==> src/mn_pkg.sv <==
// Shared constants for the memory node and its configurator
`default_nettype none
package mn_pkg;
   // ------------------------------------------------------------
   // Node register window
   // ------------------------------------------------------------
   localparam logic [31:0] CSR_BASE = 32'h2180_0000;
   localparam logic [31:0] NODE_STRIDE = 32'h0000_8000;
   localparam int NODE_OFF_W = 15;
   localparam logic [7:0] OFF_IDENT = 8'h00;
   localparam logic [7:0] OFF_BUS_ERR = 8'h04;
   localparam logic [7:0] OFF_MEMORY_CONTROL_ONE = 8'h14;
   localparam logic [7:0] OFF_ECC_STAT = 8'h18;
   localparam logic [7:0] OFF_ECC_LOC = 8'h1c;
   localparam logic [7:0] OFF_MEMORY_CONTROL_TWO = 8'h30;
   localparam logic [7:0] OFF_TESTER = 8'h34;
   localparam logic [7:0] OFF_BS_ECC = 8'h38;
   localparam logic [7:0] OFF_BS_LOC = 8'h3c;
   localparam logic [7:0] OFF_RANGE_START = 8'h50;
   localparam logic [7:0] OFF_RANGE_END = 8'h54;
   localparam logic [7:0] OFF_INTERLEAVE = 8'h58;
   localparam logic [7:0] OFF_MEMORY_CONTROL_THREE = 8'h5c;
   localparam logic [7:0] OFF_MEMORY_CONTROL_FOUR = 8'h60;
   localparam logic [7:0] OFF_BS_CTL = 8'h68;
   localparam logic [7:0] OFF_BS_PTR = 8'h6c;
   localparam logic [7:0] OFF_NV_CTL = 8'h70;
   localparam logic [7:0] OFF_TIMEOUT = 8'h74;
   // One bit per word index: implemented, and writable
   localparam logic [31:0] CSR_MAP = 32'h3df0_f0e3;
   localparam logic [31:0] CSR_WRITABLE = 32'h3df0_7062;
   localparam logic [31:0] CSR_RESET = 32'h0000_0000;
   // Arbitrary identity value
   localparam logic [31:0] DEV_IDENT = 32'h0000_5a5a;
   // ------------------------------------------------------------
   // Interleave field layout and address granules
   // ------------------------------------------------------------
   localparam int ILV_POS_LSB = 5;
   localparam int ILV_POS_W = 3;
   localparam int ILV_CNT_LSB = 0;
   localparam int ILV_CNT_W = 2;
   localparam int RANGE_SHIFT = 18;
   localparam int HEXWORD_SHIFT = 5;
   // ------------------------------------------------------------
   // Transfer sizes and self-test
   // ------------------------------------------------------------
   localparam logic [1:0] SIZE_BYTE = 2'h0;
   localparam logic [1:0] SIZE_WORD = 2'h1;
   localparam logic [1:0] SIZE_LONG = 2'h2;
   localparam int ST_WORDS = 64;
   localparam int ST_IDX_W = 6;
   localparam logic [31:0] ST_PATTERN = 32'ha5c3_0f96;
   // ------------------------------------------------------------
   // Configurator APB map
   // ------------------------------------------------------------
   localparam logic [7:0] APB_CTRL = 8'h00;
   localparam logic [7:0] APB_NODE = 8'h04;
   localparam logic [7:0] APB_DENSITY = 8'h08;
   localparam logic [7:0] APB_SET = 8'h0c;
   localparam logic [7:0] APB_RAW_ADDR = 8'h10;
   localparam logic [7:0] APB_RAW_WDATA = 8'h14;
   localparam logic [7:0] APB_RAW_RDATA = 8'h18;
   localparam logic [7:0] APB_STATUS = 8'h1c;
   localparam logic [7:0] APB_NEXT_START = 8'h20;
   localparam int CTRL_CONFIG = 0;
   localparam int CTRL_SELFTEST = 1;
   localparam int CTRL_RAW = 2;
   localparam int CTRL_RAW_WRITE = 3;
   localparam int CTRL_CLEAR_CHAIN = 4;
   localparam int CTRL_BAD_PARITY = 5;
   localparam int CTRL_SIZE_LSB = 6;
   localparam int SET_CNT_LSB = 0;
   localparam int SET_POS_LSB = 5;
endpackage : mn_pkg
`default_nettype wire

==> src/mn_link_if.sv <==
// Link between the memory node and its configuring party
`default_nettype none
interface mn_link_if;
   logic req_valid;
   logic req_write;
   logic [1:0] req_size;
   logic [31:0] req_addr;
   logic [31:0] req_wdata;
   logic req_wpar;
   logic req_ready;
   logic rsp_valid;
   logic rsp_err;
   logic [31:0] rsp_rdata;
   logic st_req;
   logic st_done;
   logic st_fail;
   modport node (
      input req_valid, req_write, req_size, req_addr, req_wdata, req_wpar,
      input st_req,
      output req_ready, rsp_valid, rsp_err, rsp_rdata, st_done, st_fail
   );
   modport host (
      output req_valid, req_write, req_size, req_addr, req_wdata, req_wpar,
      output st_req,
      input req_ready, rsp_valid, rsp_err, rsp_rdata, st_done, st_fail
   );
endinterface : mn_link_if
`default_nettype wire

==> src/mn_host.sv <==
// Configuring party: APB slave that programs memory nodes over the link
//
// Decided for this implementation: register access over APB.
`default_nettype none
module mn_host
   import mn_pkg::*;
(
   // Clock and reset
   input wire logic clk,
   input wire logic nrst,
   // APB slave
   input wire logic psel,
   input wire logic penable,
   input wire logic pwrite,
   input wire logic [7:0] paddr,
   input wire logic [31:0] pwdata,
   output logic [31:0] prdata,
   output logic pready,
   output logic pslverr,
   // Link to the node
   mn_link_if.host lnk
);
   typedef enum logic [3:0] {
      H_IDLE = 4'b0001,
      H_STWAIT = 4'b0010,
      H_SEND = 4'b0100,
      H_RESP = 4'b1000
   } mn_hst_e;

   mn_hst_e state_reg, state_next;
   logic [1:0] step_reg, step_next;
   logic cfg_reg, cfg_next;
   logic [3:0] node_reg, node_next;
   logic [31:0] dens_reg, dens_next;
   logic [7:0] set_reg, set_next;
   logic [31:0] raw_addr_reg, raw_addr_next;
   logic [31:0] raw_wdata_reg, raw_wdata_next;
   logic [31:0] raw_rdata_reg, raw_rdata_next;
   logic [31:0] chain_reg, chain_next;
   logic [31:0] end_reg, end_next;
   logic [7:0] ctrl_reg, ctrl_next;
   logic err_reg, err_next;
   logic [31:0] a_reg, a_next;
   logic [31:0] d_reg, d_next;
   logic w_reg, w_next;
   logic p_reg, p_next;
   logic [1:0] sz_reg, sz_next;
   logic [31:0] prdata_next;
   logic [31:0] base;
   logic [2:0] factor;
   logic [2:0] pos;
   logic wr;
   logic rd;
   logic known;
   logic [31:0] ilv_word;

   assign base = CSR_BASE + 32'(32'(node_reg) * NODE_STRIDE);
   // A failed node is interleaved alone
   assign factor = (lnk.st_fail || set_reg[SET_CNT_LSB +: 3] == 3'h0)
      ? 3'h1 : set_reg[SET_CNT_LSB +: 3];
   assign pos = lnk.st_fail ? 3'h0 : set_reg[SET_POS_LSB +: 3];
   assign ilv_word = 32'({pos, 3'h0, 2'(factor - 3'h1)});
   assign wr = psel & penable & pwrite;
   assign rd = psel & ~pwrite;
   assign known = (paddr <= APB_NEXT_START) && (paddr[1:0] == 2'h0);
   assign pready = 1'b1;
   assign pslverr = psel & penable & ~known;

   // ------------------------------------------------------------
   // Sequencer
   // ------------------------------------------------------------
   always_comb
   begin
      state_next = state_reg;
      step_next = step_reg;
      cfg_next = cfg_reg;
      chain_next = chain_reg;
      end_next = end_reg;
      err_next = err_reg;
      raw_rdata_next = raw_rdata_reg;
      ctrl_next = ctrl_reg;
      a_next = a_reg;
      d_next = d_reg;
      w_next = w_reg;
      p_next = p_reg;
      sz_next = sz_reg;
      lnk.st_req = 1'b0;
      case (state_reg)
         H_IDLE:
         begin
            if (wr && paddr == APB_CTRL)
            begin
               ctrl_next = pwdata[7:0];
               if (pwdata[CTRL_CLEAR_CHAIN])
                  chain_next = '0;
               if (pwdata[CTRL_SELFTEST])
               begin
                  lnk.st_req = 1'b1;
                  cfg_next = pwdata[CTRL_CONFIG];
                  state_next = H_STWAIT;
               end
               else if (pwdata[CTRL_CONFIG])
               begin
                  cfg_next = 1'b1;
                  state_next = H_STWAIT;
               end
               else if (pwdata[CTRL_RAW])
               begin
                  cfg_next = 1'b0;
                  step_next = 2'h3;
                  state_next = H_SEND;
                  a_next = base + 32'(raw_addr_reg[NODE_OFF_W-1:0]);
                  d_next = raw_wdata_reg;
                  w_next = pwdata[CTRL_RAW_WRITE];
                  p_next = ~^raw_wdata_reg ^ pwdata[CTRL_BAD_PARITY];
                  sz_next = pwdata[CTRL_SIZE_LSB +: 2];
               end
            end
         end
         H_STWAIT:
         begin
            if (lnk.st_done)
            begin
               if (cfg_reg)
               begin
                  // Ranges are loaded only once self-test is over
                  step_next = 2'h0;
                  end_next = chain_reg + 32'(dens_reg * 32'(factor));
                  a_next = base + 32'(OFF_RANGE_START);
                  d_next = chain_reg;
                  w_next = 1'b1;
                  p_next = ~^chain_reg;
                  sz_next = SIZE_LONG;
                  state_next = H_SEND;
               end
               else
                  state_next = H_IDLE;
            end
         end
         H_SEND:
         begin
            if (lnk.req_ready)
               state_next = H_RESP;
         end
         H_RESP:
         begin
            if (lnk.rsp_valid)
            begin
               err_next = lnk.rsp_err;
               if (!w_reg)
                  raw_rdata_next = lnk.rsp_rdata;
               state_next = H_IDLE;
               if (cfg_reg && step_reg == 2'h0)
               begin
                  step_next = 2'h1;
                  a_next = base + 32'(OFF_RANGE_END);
                  d_next = end_reg;
                  p_next = ~^end_reg;
                  state_next = H_SEND;
               end
               else if (cfg_reg && step_reg == 2'h1)
               begin
                  step_next = 2'h2;
                  a_next = base + 32'(OFF_INTERLEAVE);
                  d_next = ilv_word;
                  p_next = ~^ilv_word;
                  state_next = H_SEND;
               end
               else if (cfg_reg)
                  chain_next = end_reg;
            end
         end
         default: state_next = H_IDLE;
      endcase
   end

   assign lnk.req_valid = (state_reg == H_SEND);
   assign lnk.req_write = w_reg;
   assign lnk.req_size = sz_reg;
   assign lnk.req_addr = a_reg;
   assign lnk.req_wdata = d_reg;
   assign lnk.req_wpar = p_reg;

   // ------------------------------------------------------------
   // APB registers
   // ------------------------------------------------------------
   always_comb
   begin
      node_next = node_reg;
      dens_next = dens_reg;
      set_next = set_reg;
      raw_addr_next = raw_addr_reg;
      raw_wdata_next = raw_wdata_reg;
      if (wr)
      begin
         case (paddr)
            APB_NODE: node_next = pwdata[3:0];
            APB_DENSITY: dens_next = pwdata;
            APB_SET: set_next = pwdata[7:0];
            APB_RAW_ADDR: raw_addr_next = pwdata;
            APB_RAW_WDATA: raw_wdata_next = pwdata;
            default: node_next = node_reg;
         endcase
      end
      prdata_next = prdata;
      if (rd)
      begin
         case (paddr)
            APB_CTRL: prdata_next = 32'(ctrl_reg);
            APB_NODE: prdata_next = 32'(node_reg);
            APB_DENSITY: prdata_next = dens_reg;
            APB_SET: prdata_next = 32'(set_reg);
            APB_RAW_ADDR: prdata_next = raw_addr_reg;
            APB_RAW_WDATA: prdata_next = raw_wdata_reg;
            APB_RAW_RDATA: prdata_next = raw_rdata_reg;
            APB_STATUS: prdata_next = {28'h0, err_reg, lnk.st_fail,
               lnk.st_done, state_reg != H_IDLE};
            APB_NEXT_START: prdata_next = chain_reg;
            default: prdata_next = '0;
         endcase
      end
   end

   always_ff @(posedge clk or negedge nrst)
   begin
      if (!nrst)
      begin
         state_reg <= H_IDLE;
         step_reg <= 2'h0;
         cfg_reg <= 1'b0;
         node_reg <= 4'h0;
         dens_reg <= '0;
         set_reg <= 8'h0;
         raw_addr_reg <= '0;
         raw_wdata_reg <= '0;
         raw_rdata_reg <= '0;
         chain_reg <= '0;
         end_reg <= '0;
         ctrl_reg <= 8'h0;
         err_reg <= 1'b0;
         a_reg <= '0;
         d_reg <= '0;
         w_reg <= 1'b0;
         p_reg <= 1'b0;
         sz_reg <= SIZE_LONG;
         prdata <= '0;
      end
      else
      begin
         state_reg <= state_next;
         step_reg <= step_next;
         cfg_reg <= cfg_next;
         node_reg <= node_next;
         dens_reg <= dens_next;
         set_reg <= set_next;
         raw_addr_reg <= raw_addr_next;
         raw_wdata_reg <= raw_wdata_next;
         raw_rdata_reg <= raw_rdata_next;
         chain_reg <= chain_next;
         end_reg <= end_next;
         ctrl_reg <= ctrl_next;
         err_reg <= err_next;
         a_reg <= a_next;
         d_reg <= d_next;
         w_reg <= w_next;
         p_reg <= p_next;
         sz_reg <= sz_next;
         prdata <= prdata_next;
      end
   end
endmodule : mn_host
`default_nettype wire

==> src/flat_wrapper.sv <==
// flat-port wrapper written by rule: the top's interface ports become plain ports
module mn_host_flat import mn_pkg::*;
  (clk, nrst, psel, penable, pwrite, paddr, pwdata, prdata, pready, pslverr, lnk_req_valid, lnk_req_write, lnk_req_size, lnk_req_addr, lnk_req_wdata, lnk_req_wpar, lnk_st_req, lnk_req_ready, lnk_rsp_valid, lnk_rsp_err, lnk_rsp_rdata, lnk_st_done, lnk_st_fail);
  mn_link_if lnk_i ();
  input wire logic clk;
  input wire logic nrst;
  input wire logic psel;
  input wire logic penable;
  input wire logic pwrite;
  input wire logic [7:0] paddr;
  input wire logic [31:0] pwdata;
  output logic [31:0] prdata;
  output logic pready;
  output logic pslverr;
  output wire logic [$bits(lnk_i.req_valid)-1:0] lnk_req_valid;
  output wire logic [$bits(lnk_i.req_write)-1:0] lnk_req_write;
  output wire logic [$bits(lnk_i.req_size)-1:0] lnk_req_size;
  output wire logic [$bits(lnk_i.req_addr)-1:0] lnk_req_addr;
  output wire logic [$bits(lnk_i.req_wdata)-1:0] lnk_req_wdata;
  output wire logic [$bits(lnk_i.req_wpar)-1:0] lnk_req_wpar;
  output wire logic [$bits(lnk_i.st_req)-1:0] lnk_st_req;
  input wire logic [$bits(lnk_i.req_ready)-1:0] lnk_req_ready;
  input wire logic [$bits(lnk_i.rsp_valid)-1:0] lnk_rsp_valid;
  input wire logic [$bits(lnk_i.rsp_err)-1:0] lnk_rsp_err;
  input wire logic [$bits(lnk_i.rsp_rdata)-1:0] lnk_rsp_rdata;
  input wire logic [$bits(lnk_i.st_done)-1:0] lnk_st_done;
  input wire logic [$bits(lnk_i.st_fail)-1:0] lnk_st_fail;
  assign lnk_req_valid = lnk_i.req_valid;
  assign lnk_req_write = lnk_i.req_write;
  assign lnk_req_size = lnk_i.req_size;
  assign lnk_req_addr = lnk_i.req_addr;
  assign lnk_req_wdata = lnk_i.req_wdata;
  assign lnk_req_wpar = lnk_i.req_wpar;
  assign lnk_st_req = lnk_i.st_req;
  assign lnk_i.req_ready = lnk_req_ready;
  assign lnk_i.rsp_valid = lnk_rsp_valid;
  assign lnk_i.rsp_err = lnk_rsp_err;
  assign lnk_i.rsp_rdata = lnk_rsp_rdata;
  assign lnk_i.st_done = lnk_st_done;
  assign lnk_i.st_fail = lnk_st_fail;
  mn_host u_core (.clk(clk), .nrst(nrst), .psel(psel), .penable(penable), .pwrite(pwrite), .paddr(paddr), .pwdata(pwdata), .prdata(prdata), .pready(pready), .pslverr(pslverr), .lnk(lnk_i));
endmodule
==> config.mk <==
export PLATFORM = sky130hd
export DESIGN_NAME = mn_host_flat
export DESIGN_NICKNAME = d
export VERILOG_FILES = /design/src/mn_pkg.sv /design/src/mn_link_if.sv /design/src/mn_host.sv /design/src/flat_wrapper.sv
export SDC_FILE = /design/constraint.sdc
export NUM_CORES = 1
export LEC_CHECK = 0
export CAP_MARGIN = 20
export CORE_MARGIN = 3
export CORE_UTILIZATION = 65
export DETAILED_ROUTE_END_ITERATION = 12
export DONT_BUFFER_PORTS = 1
export PLACE_DENSITY = 0.84
export REMOVE_ABC_BUFFERS = 1
export SLEW_MARGIN = 20
export SYNTH_ARGS = -nofsm -noshare
export SYNTH_HDL_FRONTEND = slang
export SYNTH_SLANG_ARGS = --single-unit
==> constraint.sdc <==
create_clock -name clk -period 5.57 [get_ports clk]
set_clock_uncertainty 0.2 [all_clocks]
set_input_delay 1.114 -clock clk [delete_from_list [all_inputs] [get_ports clk]]
set_output_delay 1.114 -clock clk [all_outputs]
set_load 0.01 [all_outputs]
==> reports/qor.csv <==
stage,metric,value,unit
power,peakVddDrop,269,uV
die,start_util,66.5,%
clock_network,postCtsResizedCells,0,
final_layout,stdcell_area,0.0198,mm^2
drt,drt_pass1_iterations,6,
logic_synthesis,synth_seq_cells,308,
sta,slew_headroom,29.0,%
die,design.core.area,0.0280,mm^2
sta,fin_crit_sh,86.4,%
logic_synthesis,synth.avg_cell_area,10.0,um^2
drt,via_per_inst,6.31,
clock_network,cts_num_sinks,308,
power,power.leakage,0.00915,uW
drt,drt_iter0_drc,1290,
place,place_hpwl,32900,um
logic_synthesis,netlist_area,0.0186,mm^2
die,rows,61,
die,die_x,175,um
drt,ant_nets,0,
clock_network,clkTransAtPathRegs,60,ps
logic_synthesis,synth_area_leaders,"dfrtp_1 41%, mux2_2 10%, fa_1 6.3%",
grt,antenna_found_initial,0,
sta,fin_crit,4810,ps
critical_path,startpoint,lnk_st_fail,
final_layout,areaGrowthSynthToFinish,6.34,%
logic_synthesis,synth.distinct_cells,77,
die,design.die.area,0.0307,mm^2
final_layout,layoutNonFillerInstCount,2210,
drt,routedWlPerCell,22.2,um
critical_path,critical_path.max_stage_delay,540,ps
power,p_total,5550,uW
drt,drt_wl_total,49100,um
drt,num_vias,13941,
clock_network,h-tree-depth,2,
critical_path,crit_arrival,5000,ps
clock_network,cts-hold-fix-buffers,0,
outcome,status,completed,
logic_synthesis,async_flop_share,100,%
critical_path,worstRegToRegCells,15,
grt,grt_max_degree,309,
logic_synthesis,synth_warnings,0,
die,num_io_pins,186,
logic_synthesis,yosys-top-cells-count,"306 x dfrtp_1, 250 x nand2_1, 167 x mux2_2, 142 x o21ai_0, 141 x inv_1",
sta,grt_setup_unrepaired,false,
grt,grt_first_pass_wirelength,77800,um
sta,hold_violations,0,
clock_network,cts_buffers,34,
place,numPortBuffers,0,
critical_path,critical_path_buf_inv_count,3,
final_layout,n_fill_cell,2064,
place,dpl-instance-area,0.0188,mm^2
hold_path,hold_class,in -> async,
clock_network,cts_tree,built,
final_layout,final_nets,1986,
die,die-height,175,um
sta,tightest_slew,1060,ps
critical_path,crit_fanout,22,
logic_synthesis,synth_most_common_cell,dfrtp_1,
sta,setup_viol,0,
sta,tns,0,ps
final_layout,antennaDiodeCount,0,
flow_run,cap_violations,0,
final_layout,drive_above_1_share,15.6,%
grt,track_usage,31.9,%
sta,timing.fmax,208,MHz
critical_path,cp-start-kind,primary input,
critical_path,endpoint_kind,flop,
critical_path,crit_family,compound AO/OA/AOI/OAI gates,
logic_synthesis,yosysTopAreaCell,dfrtp_1,
critical_path,crit_chain,"nor2_1, o21ai_1, buf_4, and2_1, fa_1, inv_1, fa_1, inv_1, ha_1, a21o_1, a21oi_2, o211ai_2, a21oi_1, o21ai_1, a31oi_1, a22oi_1, a32o_1",
critical_path,r2r-start,u_core.set_reg[1],
power,power_density,280,mW/mm^2
logic_synthesis,syn_inst,1862,
clock_network,insertion_delay,510,ps
critical_path,required,5760,ps
grt,grt_pass1_vias,14389,
clock_network,ctsRootBufferMaster,clkbuf_16,
sta,slew_viol_final,0,
clock_network,cts_buffer_depth,3,
place,gp_congestion,0.888,
drt,remaining_drc_errors,0,
logic_synthesis,synth_top_area_share,41.1,%
clock_network,post_cts_buffers,0,
logic_synthesis,synth-edff-count,0,
logic_synthesis,ys.flop_type,dfrtp_1,
critical_path,crit_type,in -> reg,
grt,grt_overflow,0,
critical_path,cpMaxStageDelayCell,fa_1,
critical_path,crit_cells,17,
place,dp_cells,2154,
logic_synthesis,synth_seq_area_share,41.4,%
## final timing paths
check	endpoint	slack [ps]
min reg2reg	u_core.ctrl_reg[5]	280
max reg2reg	u_core.end_reg[25]	860
min	u_core.prdata[6]	100
min in group clk	u_core.ctrl_reg[5]	280
max in group asynchronous	u_core.end_reg[25]	4700
max	u_core.end_reg[25]	760
## cell families after synthesis
group | Yosys count | synth area share [%]
DFF | 308 | 41.4
muxes | 194 | 11.9
buffers and inverters | 259 | 6.08
adders and majority gates | 92 | 8.56
AOI/OAI and AO/OA | 391 | 13.4
xor gates and xnor gates | 124 | 5.83
and+or+nand+nor | 492 | 12.8
other | 2 | 0.0403
## worst reg2reg max path: cells and delay by family (launching register included)
family          cells  cell delay, ps
compound gates      9            2050
fa+ha+maj           3            1390
flops               1             480
buf+inv             2             350
simple gates        1             130
## metrics by stage
| stage | util [%] | hold slack (ps) | setup WS, ps |
|---|---|---|---|
| 2_1_floorplan | - | 245 | 321 |
| 3_3_place_gp | 66.9 | 256 | 445 |
| 3_5_place_dp | 66.9 | 269 | 258 |
| 4_1_cts | 70.7 | 94.9 | 769 |
| 5_1_grt | 70.7 | 89.6 | 518 |
| 6_report | 70.7 | 105 | 756 |
## metal layers
layer | global-route usage [%] | vias to the layer above | routed length [um]
met3 | 6.59 | 159 | 3970
met2 | 51.2 | 669 | 22900
met5 | 0 | - | 0
met1 | 42.4 | 6909 | 20100
met4 | 13.7 | 0 | 2080
li1 | - | 6204 | -
## final cells by class
cell class                 instances  area (um^2)  share of cell area (%)
tap                              378          473                    2.39
clock buffer                      44          940                    4.74
clock inverter                    12          114                   0.575
multi-input combinational       1304         9870                    49.8
sequential                       308         7710                    38.9
timing repair buffer              23          173                   0.872
inverter                         141          529                    2.67
## power by group
part | internal [uW] | switching, uW | total (uW)
registers | 2390 | 143 | 2540
logic | 272 | 555 | 827
clock network | 1280 | 903 | 2180
## placed cells by master (no fill, tap or decap), types with 23 or more instances in the layout
cell,instances
nor2_1,69
buf_4,23
inv_1,141
clkbuf_16,35
dfrtp_1,306
and2_1,88
a22o_1,28
o21ai_0,142
xnor2_1,99
nand2_1,250
a22oi_1,34
xor2_1,25
mux2_2,167
a221oi_1,25
a21oi_1,70
ha_1,33
fa_1,59
Power figures use the tool's default switching activity.
